--- config.mk ---
export PLATFORM = sky130hd
export DESIGN_NAME = sdc_regs
export DESIGN_NICKNAME = d
export VERILOG_FILES = /design/src/verilog/sdc_pkg.sv /design/src/verilog/sdc_regs.sv
export SDC_FILE = /design/constraint.sdc
export NUM_CORES = 1
export LEC_CHECK = 0
export BUFFER_PORTS_ARGS = -buffer_cell sky130_fd_sc_hd__buf_2
export CAP_MARGIN = 20
export CELL_PAD_IN_SITES_DETAIL_PLACEMENT = 1
export CELL_PAD_IN_SITES_GLOBAL_PLACEMENT = 1
export CORE_MARGIN = 4
export CORE_UTILIZATION = 30
export DETAILED_ROUTE_END_ITERATION = 16
export PLACE_DENSITY = 0.62
export SYNTH_ARGS = -nofsm -noshare
export SYNTH_HDL_FRONTEND = slang
export SYNTH_SLANG_ARGS = --single-unit
--- constraint.sdc ---
create_clock -name i_sys_clk -period 2 [get_ports i_sys_clk]
set_clock_uncertainty 0.05 [all_clocks]
set_input_delay 0.4 -clock i_sys_clk [delete_from_list [all_inputs] [get_ports i_sys_clk]]
set_output_delay 0.4 -clock i_sys_clk [all_outputs]
set_load 0.02 [all_outputs]
--- src/verilog/sdc_pkg.sv ---
// Constants and types for the synthesizer divider control register bank
//
// Behaviour
// Pump gain zero tri-states, else n times unit
// Host zeroes bleed at low pump current
// Calibration starts at selected core zero to three
// Host avoids core three below 2.2 GHz
// Modulator order: integer, first..third, rest reserved
// Reference divide: zero 256, one bypass
// Frequency write calibrates unless suppress bit set
// Host leaves calibration on when retuning
// Readback select: registers or part code
// Dither weak/medium/strong/disabled; disabled shuts fraction
// Host disables dither when numerator zero
// Host keeps feedback divide within order limits
// Numerator joins upper 21:12 and lower 11:0
// Host keeps denominator nonzero outside integer mode
// Host keeps numerator below denominator
package sdc_pkg;
	// ==========================================
	// Serial frame
	localparam int FRAME_W = 32;
	localparam int ADDR_W = 4;
	localparam logic [ADDR_W-1:0] ADDR_FREQ = 4'h0;
	localparam logic [ADDR_W-1:0] ADDR_DIV = 4'h1;
	// ==========================================
	// Divider and pump configuration fields
	localparam int PG_LSB = 27;
	localparam int PG_W = 5;
	localparam int CORE_LSB = 25;
	localparam int CORE_W = 2;
	localparam int ORD_LSB = 22;
	localparam int ORD_W = 3;
	localparam int RDIV_LSB = 14;
	localparam int RDIV_W = 8;
	localparam int NUMH_LSB = 4;
	localparam int NUMH_W = 10;
	// ==========================================
	// Frequency control fields
	localparam int RBSEL_BIT = 31;
	localparam int DITH_LSB = 29;
	localparam int DITH_W = 2;
	localparam int CALSUP_BIT = 28;
	localparam int FBD_LSB = 16;
	localparam int FBD_W = 12;
	localparam int NUML_LSB = 4;
	localparam int NUML_W = 12;
	localparam int NUM_W = NUMH_W + NUML_W;
	// ==========================================
	// Reset values and codes
	localparam logic [FRAME_W-1:0] DIV_RESET = 32'h0000_0000;
	localparam logic [FRAME_W-1:0] FREQ_RESET = 32'h0000_0000;
	localparam logic [DITH_W-1:0] DITH_OFF = 2'h3;
	localparam logic [RDIV_W:0] RDIV_FULL = 9'h100;
	localparam logic [RDIV_W-1:0] RDIV_BYPASS = 8'h01;
	// Arbitrary neutral value for the part code
	localparam logic [FRAME_W-1:0] PART_CODE_DEFAULT = 32'h0000_5A5A;

	typedef enum logic [2:0] {
		ORD_INTEGER = 3'b000,
		ORD_FIRST = 3'b001,
		ORD_SECOND = 3'b010,
		ORD_THIRD = 3'b011,
		ORD_RESERVED = 3'b100
	} sdc_order_type;

	typedef enum logic [1:0] {
		DITH_WEAK = 2'b00,
		DITH_MEDIUM = 2'b01,
		DITH_STRONG = 2'b10,
		DITH_DISABLED = 2'b11
	} sdc_dither_type;
endpackage

--- src/verilog/sdc_regs.sv ---
// Three-wire serial register bank of the synthesizer divider control
`timescale 1ns/1ps
module sdc_regs #(
	parameter logic [31:0] PART_CODE = sdc_pkg::PART_CODE_DEFAULT
) (
	input wire logic i_sys_clk,
	input wire logic i_rst_b,
	input wire logic i_ser_clk,
	input wire logic i_ser_data,
	input wire logic i_ser_le,
	output logic o_ser_readback,
	output logic [sdc_pkg::PG_W-1:0] o_pump_gain,
	output logic o_pump_enable,
	output logic [sdc_pkg::CORE_W-1:0] o_start_core_select,
	output sdc_pkg::sdc_order_type o_modulator_order,
	output logic [sdc_pkg::RDIV_W:0] o_ref_div_ratio,
	output logic o_ref_bypass,
	output sdc_pkg::sdc_dither_type o_dither_mode,
	output logic o_fraction_shutdown,
	output logic [sdc_pkg::FBD_W-1:0] o_feedback_div,
	output logic [sdc_pkg::NUM_W-1:0] o_fraction_numerator,
	output logic o_part_code_readback_sel,
	output logic o_cal_start
);
	import sdc_pkg::*;

	// ==========================================
	// Serial edge detection
	logic sclk_q;
	logic le_q;
	logic sclk_rise;
	logic le_rise;
	logic [FRAME_W-1:0] shift_q;
	logic [FRAME_W-1:0] div_q;
	logic [FRAME_W-1:0] freq_q;
	logic [FRAME_W-1:0] rb_q;
	logic [ADDR_W-1:0] frame_addr;
	logic latch_freq;
	logic latch_div;

	function automatic sdc_order_type decode_order(input logic [ORD_W-1:0] code);
		case (code)
			ORD_INTEGER: decode_order = ORD_INTEGER;
			ORD_FIRST: decode_order = ORD_FIRST;
			ORD_SECOND: decode_order = ORD_SECOND;
			ORD_THIRD: decode_order = ORD_THIRD;
			default: decode_order = ORD_RESERVED;
		endcase
	endfunction

	always_ff @(posedge i_sys_clk or negedge i_rst_b) begin
		if (!i_rst_b) begin
			sclk_q <= 1'b0;
			le_q <= 1'b0;
		end else begin
			sclk_q <= i_ser_clk;
			le_q <= i_ser_le;
		end
	end

	assign sclk_rise = i_ser_clk & ~sclk_q;
	assign le_rise = i_ser_le & ~le_q;
	assign frame_addr = shift_q[ADDR_W-1:0];
	assign latch_freq = le_rise && (frame_addr == ADDR_FREQ);
	assign latch_div = le_rise && (frame_addr == ADDR_DIV);

	// ==========================================
	// Shift in, MSB first, while latch enable is low
	always_ff @(posedge i_sys_clk or negedge i_rst_b) begin
		if (!i_rst_b) begin
			shift_q <= '0;
		end else if (sclk_rise && !i_ser_le) begin
			shift_q <= {shift_q[FRAME_W-2:0], i_ser_data};
		end
	end

	// ==========================================
	// Register latch on rising latch enable
	always_ff @(posedge i_sys_clk or negedge i_rst_b) begin
		if (!i_rst_b) begin
			div_q <= DIV_RESET;
		end else if (latch_div) begin
			div_q <= shift_q;
		end
	end

	always_ff @(posedge i_sys_clk or negedge i_rst_b) begin
		if (!i_rst_b) begin
			freq_q <= FREQ_RESET;
		end else if (latch_freq) begin
			freq_q <= shift_q;
		end
	end

	// Calibration request, suppressed by the bit in the same frame
	always_ff @(posedge i_sys_clk or negedge i_rst_b) begin
		if (!i_rst_b) begin
			o_cal_start <= 1'b0;
		end else begin
			o_cal_start <= latch_freq && !shift_q[CALSUP_BIT];
		end
	end

	// ==========================================
	// Readback: loaded at each latch, shifted out on each serial clock
	always_ff @(posedge i_sys_clk or negedge i_rst_b) begin
		if (!i_rst_b) begin
			rb_q <= '0;
		end else if (le_rise) begin
			if (freq_q[RBSEL_BIT]) begin
				rb_q <= PART_CODE;
			end else if (frame_addr == ADDR_FREQ) begin
				rb_q <= freq_q;
			end else if (frame_addr == ADDR_DIV) begin
				rb_q <= div_q;
			end else begin
				rb_q <= '0;
			end
		end else if (sclk_rise && !i_ser_le) begin
			rb_q <= {rb_q[FRAME_W-2:0], 1'b0};
		end
	end

	assign o_ser_readback = rb_q[FRAME_W-1];

	// ==========================================
	// Field decode; outputs follow the stored words directly
	assign o_pump_gain = div_q[PG_LSB +: PG_W];
	assign o_pump_enable = (o_pump_gain != '0);
	assign o_start_core_select = div_q[CORE_LSB +: CORE_W];
	assign o_modulator_order = decode_order(div_q[ORD_LSB +: ORD_W]);
	// Zero stands for the full count, which needs one extra bit
	assign o_ref_div_ratio = (div_q[RDIV_LSB +: RDIV_W] == '0) ? RDIV_FULL : {1'b0, div_q[RDIV_LSB +: RDIV_W]};
	assign o_ref_bypass = (div_q[RDIV_LSB +: RDIV_W] == RDIV_BYPASS);
	assign o_dither_mode = sdc_dither_type'(freq_q[DITH_LSB +: DITH_W]);
	assign o_fraction_shutdown = (freq_q[DITH_LSB +: DITH_W] == DITH_OFF);
	assign o_feedback_div = freq_q[FBD_LSB +: FBD_W];
	assign o_fraction_numerator = {div_q[NUMH_LSB +: NUMH_W], freq_q[NUML_LSB +: NUML_W]};
	assign o_part_code_readback_sel = freq_q[RBSEL_BIT];

	// ==========================================
	// Checks
	// Field loads, checked against the frame that was latched; order decode checked against the stored word
	property p_pump_tri;
		@(posedge i_sys_clk) disable iff (!i_rst_b)
		latch_div |=> o_pump_gain == $past(shift_q[PG_LSB +: PG_W])
			&& o_pump_enable == ($past(shift_q[PG_LSB +: PG_W]) != '0);
	endproperty
	a_pump_tri: assert property (p_pump_tri) else $error("pump enable wrong");

	property p_core_load;
		@(posedge i_sys_clk) disable iff (!i_rst_b)
		latch_div |=> o_start_core_select == $past(shift_q[CORE_LSB +: CORE_W]);
	endproperty
	a_core_load: assert property (p_core_load) else $error("start core not loaded");

	property p_order;
		@(posedge i_sys_clk) disable iff (!i_rst_b)
		(div_q[ORD_LSB +: ORD_W] > ORD_THIRD) == (o_modulator_order == ORD_RESERVED);
	endproperty
	a_order: assert property (p_order) else $error("order decode wrong");

	property p_ref_div;
		@(posedge i_sys_clk) disable iff (!i_rst_b)
		latch_div |=> (o_ref_div_ratio == RDIV_FULL) == ($past(shift_q[RDIV_LSB +: RDIV_W]) == '0);
	endproperty
	a_ref_div: assert property (p_ref_div) else $error("reference ratio wrong");

	property p_bypass;
		@(posedge i_sys_clk) disable iff (!i_rst_b)
		latch_div |=> o_ref_bypass == ($past(shift_q[RDIV_LSB +: RDIV_W]) == RDIV_BYPASS);
	endproperty
	a_bypass: assert property (p_bypass) else $error("reference bypass wrong");

	property p_cal_go;
		@(posedge i_sys_clk) disable iff (!i_rst_b)
		(latch_freq && !shift_q[CALSUP_BIT]) |=> o_cal_start ##1 !o_cal_start;
	endproperty
	a_cal_go: assert property (p_cal_go) else $error("calibration not one pulse");

	property p_cal_cause;
		@(posedge i_sys_clk) disable iff (!i_rst_b)
		o_cal_start |-> $past(latch_freq) && !freq_q[CALSUP_BIT];
	endproperty
	a_cal_cause: assert property (p_cal_cause) else $error("calibration without cause");

	property p_cal_quiet;
		@(posedge i_sys_clk) disable iff (!i_rst_b)
		(latch_freq && shift_q[CALSUP_BIT]) |=> !o_cal_start;
	endproperty
	a_cal_quiet: assert property (p_cal_quiet) else $error("suppressed calibration started");

	// Readback path: load source at each latch, then a plain left shift
	property p_rb_part;
		@(posedge i_sys_clk) disable iff (!i_rst_b)
		(le_rise && freq_q[RBSEL_BIT]) |=> rb_q == PART_CODE;
	endproperty
	a_rb_part: assert property (p_rb_part) else $error("part code not loaded");

	property p_rb_freq;
		@(posedge i_sys_clk) disable iff (!i_rst_b)
		(le_rise && !freq_q[RBSEL_BIT] && frame_addr == ADDR_FREQ) |=> rb_q == $past(freq_q);
	endproperty
	a_rb_freq: assert property (p_rb_freq) else $error("frequency word not loaded");

	property p_rb_div;
		@(posedge i_sys_clk) disable iff (!i_rst_b)
		(le_rise && !freq_q[RBSEL_BIT] && frame_addr == ADDR_DIV) |=> rb_q == $past(div_q);
	endproperty
	a_rb_div: assert property (p_rb_div) else $error("divider word not loaded");

	property p_rb_shift;
		@(posedge i_sys_clk) disable iff (!i_rst_b)
		(sclk_rise && !i_ser_le) |=> rb_q == {$past(rb_q[FRAME_W-2:0]), 1'b0};
	endproperty
	a_rb_shift: assert property (p_rb_shift) else $error("readback shift wrong");

	property p_dither;
		@(posedge i_sys_clk) disable iff (!i_rst_b)
		latch_freq |=> o_fraction_shutdown == ($past(shift_q[DITH_LSB +: DITH_W]) == DITH_OFF);
	endproperty
	a_dither: assert property (p_dither) else $error("fraction shutdown wrong");

	property p_num;
		@(posedge i_sys_clk) disable iff (!i_rst_b)
		latch_freq |=> o_fraction_numerator[NUML_W-1:0] == $past(shift_q[NUML_LSB +: NUML_W])
			&& $stable(o_fraction_numerator[NUM_W-1:NUML_W]);
	endproperty
	a_num: assert property (p_num) else $error("numerator join wrong");

	property p_num_hi;
		@(posedge i_sys_clk) disable iff (!i_rst_b)
		latch_div |=> o_fraction_numerator[NUM_W-1:NUML_W] == $past(shift_q[NUMH_LSB +: NUMH_W])
			&& $stable(o_fraction_numerator[NUML_W-1:0]);
	endproperty
	a_num_hi: assert property (p_num_hi) else $error("numerator upper half wrong");

	c_cal: cover property (@(posedge i_sys_clk) disable iff (!i_rst_b) o_cal_start);
	c_suppressed: cover property (@(posedge i_sys_clk) disable iff (!i_rst_b) latch_freq && shift_q[CALSUP_BIT]);
	c_part: cover property (@(posedge i_sys_clk) disable iff (!i_rst_b) le_rise && freq_q[RBSEL_BIT]);
	c_div: cover property (@(posedge i_sys_clk) disable iff (!i_rst_b) latch_div);
	c_reserved: cover property (@(posedge i_sys_clk) disable iff (!i_rst_b) o_modulator_order == ORD_RESERVED);
endmodule
After elaboration in Yosys (flattened, before gate mapping):

Index checks and enable logic that the tools add are counted.
Widths: inputs -> output; s select.

* bits in registers: 131
* word-level logic and storage cells: 35
* input port bits: 5
* output and inout bits: 61

* equal/unequal tests: 6
* reduce and logical (&&, ||, !) cells: 11
* bitwise logic cells: 4
* multiplexer cells: 7

Operators by type and width (number)
* $mux 32: 5
* $pmux 3 s4: 1
* $mux 9: 1
* $eq 8x1->1 const B: 1
* $logic_not 8->1: 1
* $eq 3x2->1 const B: 2
* $reduce_bool 5->1: 1
* $eq 4x1->1 const B: 1
* $logic_and 1x1->1: 4
* $logic_not 4->1: 1
* $eq 3x1->1 const B: 1
* $logic_not 3->1: 1
* $and 1x1->1: 2
* $eq 2x2->1 const B: 1
* $logic_not 1->1: 2
* $not 1->1: 2
* $reduce_bool 2->1: 1

Logic depth before layout (Yosys ltp):

Gate-level depths: netlist (run 1).

* depth after elaboration: 5
* mapped depth: 6
* mapped depth without buffers: 3

Worst setup path after synthesis (run 1):

Ideal clock, no wire load.

* path type: reg2out
* start: register div_q[15]
* end: output port o_ref_bypass
* required time: 1.550 ns
* arrival: 1.585 ns
* stages on the path, launching flop included: 4
* path slack: -0.035 ns
* buffers on the path: 0
* cell sequence: dfrtp_1 -> or4_1 -> or4_1 -> nor2_1

* cells in the longest elaborated chain, start to end: 1

RTL lines
* start, declared: RTL line sdc_regs.sv:34 `logic [FRAME_W-1:0] div_q;`
* start signal, assigned: RTL line sdc_regs.sv:83 `div_q <= shift_q;`
* $eq 8x1->1: RTL line sdc_regs.sv:134 `assign o_ref_bypass = (div_q[RDIV_LSB +: RDIV_W] == RDIV_BYPASS);`
* end, declared: RTL line sdc_regs.sv:17 `output logic o_ref_bypass,`

No other way between the ends.

Worst setup path in the final report (run 1):

* start: register div_q[15]
* end: output port o_ref_div_ratio[8] in the netlist's numbering

* cells in the longest elaborated chain, start to end: 2

RTL lines
* $logic_not 8->1: RTL line sdc_regs.sv:133 `assign o_ref_div_ratio = (div_q[RDIV_LSB +: RDIV_W] == '0) ? RDIV_FULL : {1'b0, div_q[RDIV_LSB +: RDIV_W]};`
* $mux 9: RTL line sdc_regs.sv:133
* end, declared: RTL line sdc_regs.sv:16 `output logic [sdc_pkg::RDIV_W:0] o_ref_div_ratio,`

No other way between the ends.

==> metrics, run 1 <==
row count 52; ANT cells 0; leading area contributor after synthesis dfrtp_1; synth cell count leaders 131 x dfrtp_1, 64 x mux2_2, 43 x buf_4, 31 x mux2i_1; Yosys cell types 36; vias in the first global route 4294; die height 152 microns; Tot GR Track Use 13.6%; final setup margin -0.485 ns; CP max stage cell or4_1; Worst-Margin Slew 0.468 ns; Post-synth ARST share 100%; RSZ-0062 raised after global routing true; Power Total 7.21 mW; area delta synth->final 20.8%; post-synthesis cell area 6200 sq um; Worst Path Max Fanout 2; ANT nets after route 0; Crit Path Class register to output pin; Die Wd 152 microns; Residual DRC 0; fin nets 543; Skew-Pair Late Insertion Delay 0.42 ns; root buf cell clkbuf_16; cts bufs inserted 17; Main synth FF type dfrtp_1; Worst setup SP type register; Vias/cell 4.87; Die ar. 23000 sq um; Tmin final 2.49 ns; initial antenna violation count 0; leakage 3.68 nW; crit path cell chain or4_1 > or4_4 > nor2_4 > buf_6; final HPWL from detailed placement 10000 microns; WP data arrival 2.04 ns; Inst Count DP 780; worst vdd ir 0.532 mV; WP depth 4; Max Fclk 0.402 GHz; Buf/Inv on CP 1; Synth Register Bits 131; DR WL/cell 18.6 microns; CTS Sinks 131; Worst Setup End Kind output pin; clock slew at reported path FFs 0.06 ns; hold path depth 1; routability cong. 0.714; share of Yosys cell area claimed by the top area cell type 52.9%; Worst Path Required 1.55 ns; overall routed net length 15300 microns; first-iteration detailed-routing DRC count 222; Avg Inst Size Synth 12.5 sq um; Post-synth EDFFs 0; Slew Viols, Final 0; most numerous cell in the Yosys netlist dfrtp_1; hold crit path type input port to register; crit-path leading delay family simple AND/OR/NAND/NOR gates; CTS Buffer Depth 2; critical path's largest stage delay 0.52 ns; I/O pin total 66; Synth area leaders dfrtp_1 53%, mux2_2 12%, mux2_4 6.1%; 1st-pass router iterations 4; post-route setup TNS -0.946 ns; Slew HR 68.8%; Synth Warn # 0; failing checks setup timing; vias after detailed routing 3996; Fin. Hold Viols 0; fill count 2172; post-route insts no fill 821; max_cap viols 0; worst reg2reg path depth 6; Port Buffer Count 65; syn_nets 502; outcome complete, but fails checks; Seq/Total Area, Yosys 52.9%; Post-Syn Instances 497; share of cells above drive strength 1 42.5%; grt ovf 0; CORE AREA 20300 sq um; first-pass GRT wire length 24300 microns; final setup violating endpoints 2; Pwr Density 963 nW/um^2; CTS tree done; CTS H-Tree Depth 4; largest net degree at the start of global routing 39; Final Cycle Share 124%; Initial Utilization 30.5%
where the power goes:
part / internal [mW] / switching [mW]
clock network: 2.02 / 1.13
registers: 2.85 / 0.170
logic: 0.479 / 0.552
total: 5.35 / 1.85
metal layers:
metal / GRT usage [%] / wire length, microns / vias to the layer above / share of wire [%]
met3: 3.39 / 509 / 14 / 3.3
li1: - / - / 1803 / -
met1: 18.0 / 7160 / 2108 / 47
met2: 22.3 / 7450 / 71 / 49
met5: 0 / 0 / - / 0
met4: 3.91 / 179 / 0 / 1.2
metrics by stage:
stage	hold slack [ns]	setup slack (ns)	cell area [sq um]	util [%]
5_1_grt	0.113	-0.555	7490	36.9
6_report	0.132	-0.485	7490	36.9
4_1_cts	0.102	-0.500	7310	36.0
2_1_floorplan	0.0544	-0.0353	6200	-
3_3_place_gp	0.334	-0.0999	6670	32.8
3_5_place_dp	0.329	-0.158	6670	32.8
sequential cells by signal (all words and copies together), names as in the netlist:
name and count:
sclk_q 1, div_q 32, le_q 1, o_cal_start 1, freq_q 32, shift_q 32
rb_q 32
cells in the final DEF (no fill, tap or decap), drive strengths merged:
master,netlist,layout
nor2b,21,21
a22oi,15,15
clkbuf,25,25
nand2,25,25
nor4,6,6
a31oi,6,6
dlygate4sd3,0,1
nor2,11,11
clkinvlp,0,2
o21a,6,6
nor3,15,15
inv,2,2
nor4bb,4,4
and3,2,2
o221a,2,2
nand2b,2,2
buf,57,101
bufinv,0,3
mux2i,31,31
or3,2,2
nand3,6,6
nor3b,1,1
o21ai,2,2
dfrtp,131,131
o211ai,21,21
nand4,1,1
or4,2,2
or2,1,1
mux2,91,91
o2111ai,1,1
and2,6,6
clkinv,1,5
o22ai,1,1
cell families (layout without fill, tap and decap cells):
family	after synthesis	in the layout	synth area share, %
AOI/OAI and AO/OA	54	54	6.46
muxes	122	122	23.1
buffers and inverters	85	139	8.50
and+or+nand+nor	105	105	9.10
DFF	131	131	52.9
worst paths after layout:
kind,slack (ns),start,endpoint
max in group asynchronous,0.82,i_rst_b,rb_q[22]
hold reg to reg,0.42,div_q[0],div_q[0]
min in group asynchronous,0.43,i_rst_b,div_q[12]
setup reg to reg,0,shift_q[1],div_q[23]
hold / removal,0.13,i_ser_clk,sclk_q
setup / recovery,-0.49,div_q[15],o_ref_div_ratio[8]
cell type report:
| type | instances | area [sq um] | area share (%) |
|---|---|---|---|
| clock inverters | 9 | 129 | 1.72 |
| repair buffers | 104 | 773 | 10.3 |
| multi-input cells | 281 | 2490 | 33.2 |
| well taps | 270 | 338 | 4.51 |
| clock buffers | 23 | 468 | 6.25 |
| flip-flops and latches | 131 | 3280 | 43.8 |
| inverters | 3 | 11.3 | 0.150 |
what timing repair did:
item,CTS,global route
hold buffers,1,0
resized for setup,10,17
endpoints found under the setup margin,16,17
pin swaps,0,2
cloned,0,3
setup buffers,0,5
endpoints found under the hold margin,28,0
No activity file was read; power rests on OpenSTA's default activity.
==> inputs of run 2 (changes only) <==
--- a/config.mk
+++ b/config.mk
@@ -12,7 +12,8 @@
 export CORE_MARGIN = 4
 export CORE_UTILIZATION = 30
 export DETAILED_ROUTE_END_ITERATION = 16
-export PLACE_DENSITY = 0.62
+export PLACE_DENSITY = 0.51
+export RECOVER_POWER = 25
 export SYNTH_ARGS = -nofsm -noshare
 export SYNTH_HDL_FRONTEND = slang
 export SYNTH_SLANG_ARGS = --single-unit
==> constraint.sdc (replaced) <==
create_clock -name i_sys_clk -period 2.51 [get_ports i_sys_clk]
set_clock_uncertainty 0.05 [all_clocks]
set_input_delay 0.502 -clock i_sys_clk [delete_from_list [all_inputs] [get_ports i_sys_clk]]
set_output_delay 0.502 -clock i_sys_clk [all_outputs]
set_load 0.02 [all_outputs]
==> metrics, run 2 (synthesis results as in run 1) <==
outcome complete, but fails checks; failing checks setup timing; vias in the first global route 4230; Reg power frac 42.4%; max_cap viols 0; Min Hold Slack 0.261 ns; initial antenna violation count 0; cts bufs inserted 17; final setup violating endpoints 2; Worst Path Max Fanout 2; hold path depth 2; worst flop-to-flop path endpoint freq_q[13]; die height 152 microns; Die Wd 152 microns; Final Cycle Share 101%; combinational share of power 12.3%; 1st-pass router iterations 4; post-route insts no fill 805; Worst Setup End Kind output pin; vias after detailed routing 3887; Tot GR Track Use 13.9%; final setup margin -0.0277 ns; ANT cells 0; row count 52; Max Fclk 0.394 GHz; Worst setup SP type register; Inst Count DP 770; Skew-Pair Late Insertion Delay 0.42 ns; Tmin final 2.54 ns; first-pass GRT wire length 24300 microns; fin nets 527; I/O pin total 66; hold crit path type input port to register; Pwr Density 793 nW/um^2; CTS Buffer Depth 2; CTS tree done; P_int 4.17 mW; leakage 3.54 nW; ANT nets after route 0; switch share 27.0%; final HPWL from detailed placement 9830 microns; Fin. Hold Viols 0; root buf cell clkbuf_16; Initial Utilization 30.5%; Worst Path Required 1.96 ns; most common cell after layout, fill and taps aside dfrtp_1; Power Total 5.71 mW; Vias/cell 4.83; worst reg2reg path depth 4; CTS Sinks 131; clock slew at reported path FFs 0.06 ns; r2r setup slk 0.44 ns; share of cells above drive strength 1 40.7%; commonest non-fill, non-tap cells in the layout 130 x dfrtp_1, 64 x mux2_2, 61 x buf_2; DR WL/cell 18.6 microns; Reg-to-Reg Start shift_q[3]; routability cong. 0.750; worst vdd ir 0.516 mV; first-iteration detailed-routing DRC count 146; Die ar. 23000 sq um; CORE AREA 20300 sq um; Slew Viols, Final 0; Slew HR 28.4%; grt ovf 0; RSZ-0062 raised after global routing true; CTS H-Tree Depth 4; Residual DRC 0; WP data arrival 1.99 ns; overall routed net length 15000 microns; area delta synth->final 16.0%; worst hold start i_ser_data; dpl cell area 6570 sq um; Clock Power Share 45.2%; largest net degree at the start of global routing 49; Crit Path Class register to output pin; design area 7190 sq um; Endpoint, Worst Hold shift_q[0]; Switch Pwr 1.54 mW; Worst-Margin Slew 1.07 ns; Port Buffer Count 65
## run 2: metrics by stage
step           worst slack, ns  util, %  TNS (ns)
2_1_floorplan            0.373        -         0
3_3_place_gp             0.302     32.3         0
3_5_place_dp             0.289     32.3         0
4_1_cts                -0.0846     35.6    -0.169
5_1_grt                 -0.109     35.4     -2.55
6_report               -0.0277     35.4   -0.0546
## run 2: critical path: stages (launching register included)
cell and delay, ns:
dfrtp_1 0.37, or4_1 0.52, or4_4 0.45, nor2_2 0.11, buf_6 0.12
## run 2: power groups by stage
stage | combinational (mW) | sequential (mW) | clock (mW)
2_1_floorplan | 0.560 | 2.40 | 0
3_3_place_gp | 0.713 | 2.45 | 0
3_5_place_dp | 0.731 | 2.46 | 0
4_1_cts | 0.733 | 2.42 | 2.65
5_1_grt | 0.772 | 2.45 | 2.75
6_report | 0.704 | 2.42 | 2.58
## run 2: layout make-up
| class | instances | area (sq um) |
|---|---|---|
| inverter | 3 | 11.3 |
| clock buffer | 18 | 439 |
| timing repair buffer | 88 | 533 |
| sequential | 131 | 3280 |
| fill | 2184 | 13100 |
| clock inverter | 14 | 178 |
| tap | 270 | 338 |
| multi-input combinational | 281 | 2410 |
## run 2: worst max-delay path by stage
stage | cells past startpoint | end | from | slack (ns)
floorplan | 3 | o_ref_bypass | div_q[15] | 0.37
global placement | 4 | o_ref_bypass | div_q[15] | 0.30
detailed placement | 4 | o_ref_bypass | div_q[15] | 0.29
CTS | 4 | o_ref_div_ratio[8] | div_q[15] | -0.08
global route | 4 | o_ref_div_ratio[8] | div_q[15] | -0.11
finish | 4 | o_ref_bypass | div_q[15] | -0.03
## run 2: what timing repair did
action	4_1_cts	5_1_grt
buffers inserted	2	0
hold endpoints to repair	40	0
resized for setup	3	3
hold buffers	1	0
setup endpoints to repair	2	2
## run 2: routing by layer
layer | vias up | share of wire, % | GRT usage, % | routed length, microns
li1 | 1773 | - | - | -
met1 | 2040 | 48 | 18.5 | 7120
met2 | 59 | 48 | 22.1 | 7150
met3 | 15 | 3.1 | 3.18 | 469
met4 | 0 | 1.5 | 5.39 | 225
met5 | - | 0 | 0 | 0
==> inputs of run 3 (changes only) <==
--- a/config.mk
+++ b/config.mk
@@ -9,6 +9,7 @@
 export CAP_MARGIN = 20
 export CELL_PAD_IN_SITES_DETAIL_PLACEMENT = 1
 export CELL_PAD_IN_SITES_GLOBAL_PLACEMENT = 1
+export CORE_ASPECT_RATIO = 1.1
 export CORE_MARGIN = 4
 export CORE_UTILIZATION = 30
 export DETAILED_ROUTE_END_ITERATION = 16
==> metrics, run 3 (synthesis results as in run 1) <==
row count 54; worst vdd ir 0.481 mV; failing checks setup timing; Reg power frac 43.2%; commonest non-fill, non-tap cells in the layout 130 x dfrtp_1, 64 x mux2_2, 60 x buf_2; CTS Sinks 131; CP max stage cell or4_1; DR WL/cell 18.9 microns; CTS tree done; leakage 3.53 nW; Inst Count DP 750; Worst Path Max Fanout 2; Final Cycle Share 101%; vias after detailed routing 3801; Residual DRC 0; switch share 26.0%; die height 159 microns; vias in the first global route 4227; post-route insts no fill 785; first-iteration detailed-routing DRC count 232; critical path's largest stage delay 0.52 ns; area delta synth->final 14.9%; Die Wd 145 microns; hold crit path type input port to register; CORE AREA 20100 sq um; Worst Path Required 1.96 ns; Worst-Margin Slew 1.45 ns; routability cong. 0.720; worst flop-to-flop path endpoint freq_q[15]; cts bufs inserted 17; worst reg2reg path depth 4; Skew-Pair Late Insertion Delay 0.41 ns; P_int 4.13 mW; Port Buffer Count 65; Tot GR Track Use 13.3%; RSZ-0062 raised after global routing true; post-route setup TNS -0.0614 ns; Worst setup SP type register; Switch Pwr 1.45 mW; most common cell after layout, fill and taps aside dfrtp_1; initial antenna violation count 0; share of cells above drive strength 1 39.8%; Pwr Density 783 nW/um^2; first-pass GRT wire length 24300 microns; clock slew at reported path FFs 0.06 ns; Reg-to-Reg Start shift_q[3]; CTS H-Tree Depth 4; combinational share of power 12.8%; max_cap viols 0; Slew Viols, Final 0; WP data arrival 1.99 ns; final setup violating endpoints 2; Endpoint, Worst Hold sclk_q; hold path depth 1; CTS Buffer Depth 2; ANT cells 0; largest net degree at the start of global routing 53; outcome complete, but fails checks; root buf cell clkbuf_16; Tmin final 2.54 ns; worst hold start i_ser_clk; Die ar. 23000 sq um; Slew HR 3.49%; crit path cell chain or4_1 > or4_4 > nor2_2 > buf_6; Max Fclk 0.393 GHz; Fin. Hold Viols 0; fin nets 525; final HPWL from detailed placement 9890 microns; ANT nets after route 0; final setup margin -0.0329 ns; Crit Path Class register to output pin; Vias/cell 4.84; 1st-pass router iterations 4; Worst Setup End Kind output pin; Initial Utilization 30.9%; Final Core Density 35.5%; overall routed net length 14800 microns; I/O pin total 66; Clock Power Share 44.0%; grt ovf 0; r2r setup slk 0.40 ns
-- run 3: cell types whose count changed in the layout (fill, tap and decap cells not counted), sizes merged --
cell         previous run  this run
inv                     5         2
clkbuf                 22        25
dlygate4sd2             0         1
buf                    83        82
clkinvlp                4         3
bufinv                  3         2
-- run 3: power groups by stage --
stage / Sequential (mW) / Combinational (mW) / Clock [mW]
after global routing: 2.43 / 0.782 / 2.62
after floorplan: 2.40 / 0.560 / 0
after global placement: 2.44 / 0.719 / 0
final: 2.41 / 0.715 / 2.46
after detailed placement: 2.45 / 0.737 / 0
after CTS: 2.41 / 0.739 / 2.53
-- run 3: worst max-delay path by stage --
| stage | start | end | cells past startpoint |
|---|---|---|---|
| floorplan | div_q[15] | o_ref_bypass | 3 |
| global placement | i_ser_le | freq_q[17] | 5 |
| detailed placement | i_ser_le | freq_q[6] | 5 |
| CTS | div_q[15] | o_ref_div_ratio[8] | 4 |
| global route | div_q[15] | o_ref_bypass | 4 |
| finish | div_q[15] | o_ref_div_ratio[8] | 4 |
-- run 3: through the flow --
step	cell area [sq um]	power (mW)	hold slack, ns	setup WS, ns
after floorplan	6200	2.96	0.156	0.373
after global placement	6490	3.16	0.341	0.325
after detailed placement	6490	3.18	0.348	0.255
after CTS	7120	5.67	0.216	-0.0643
after global routing	7120	5.83	0.285	-0.106
final	7120	5.58	0.292	-0.0329
-- run 3: layout make-up --
type | count | area (sq um)
clock buffers | 23 | 488
clock inverters | 9 | 103
fillers | 2115 | 12900
inverters | 3 | 11.3
multi-input cells | 281 | 2410
flip-flops and latches | 131 | 3280
well taps | 252 | 315
repair buffers | 86 | 512
-- run 3: repair_timing --
action | CTS | global route
hold buffers | 1 | 0
hold endpoints to repair | 25 | 0
endpoints found under the setup margin | 2 | 2
setup buffers | 2 | 0
gates resized for setup | 5 | 2
cloned | 0 | 0
-- run 3: layer usage --
metal / vias to the layer above / share of wire (%) / track usage (%)
met1: 1967 / 47 / 17.4
li1: 1767 / - / -
met3: 9 / 3.5 / 3.39
met2: 58 / 48 / 21.8
met4: 0 / 1.1 / 4.02
met5: - / 0 / 0
-- run 3: critical path: cells and delay by family, from the launching register on --
kind                   cells  cell delay, ns
flip-flops                 1            0.38
AND/OR/NAND/NOR            3            1.08
buffers and inverters      1            0.12
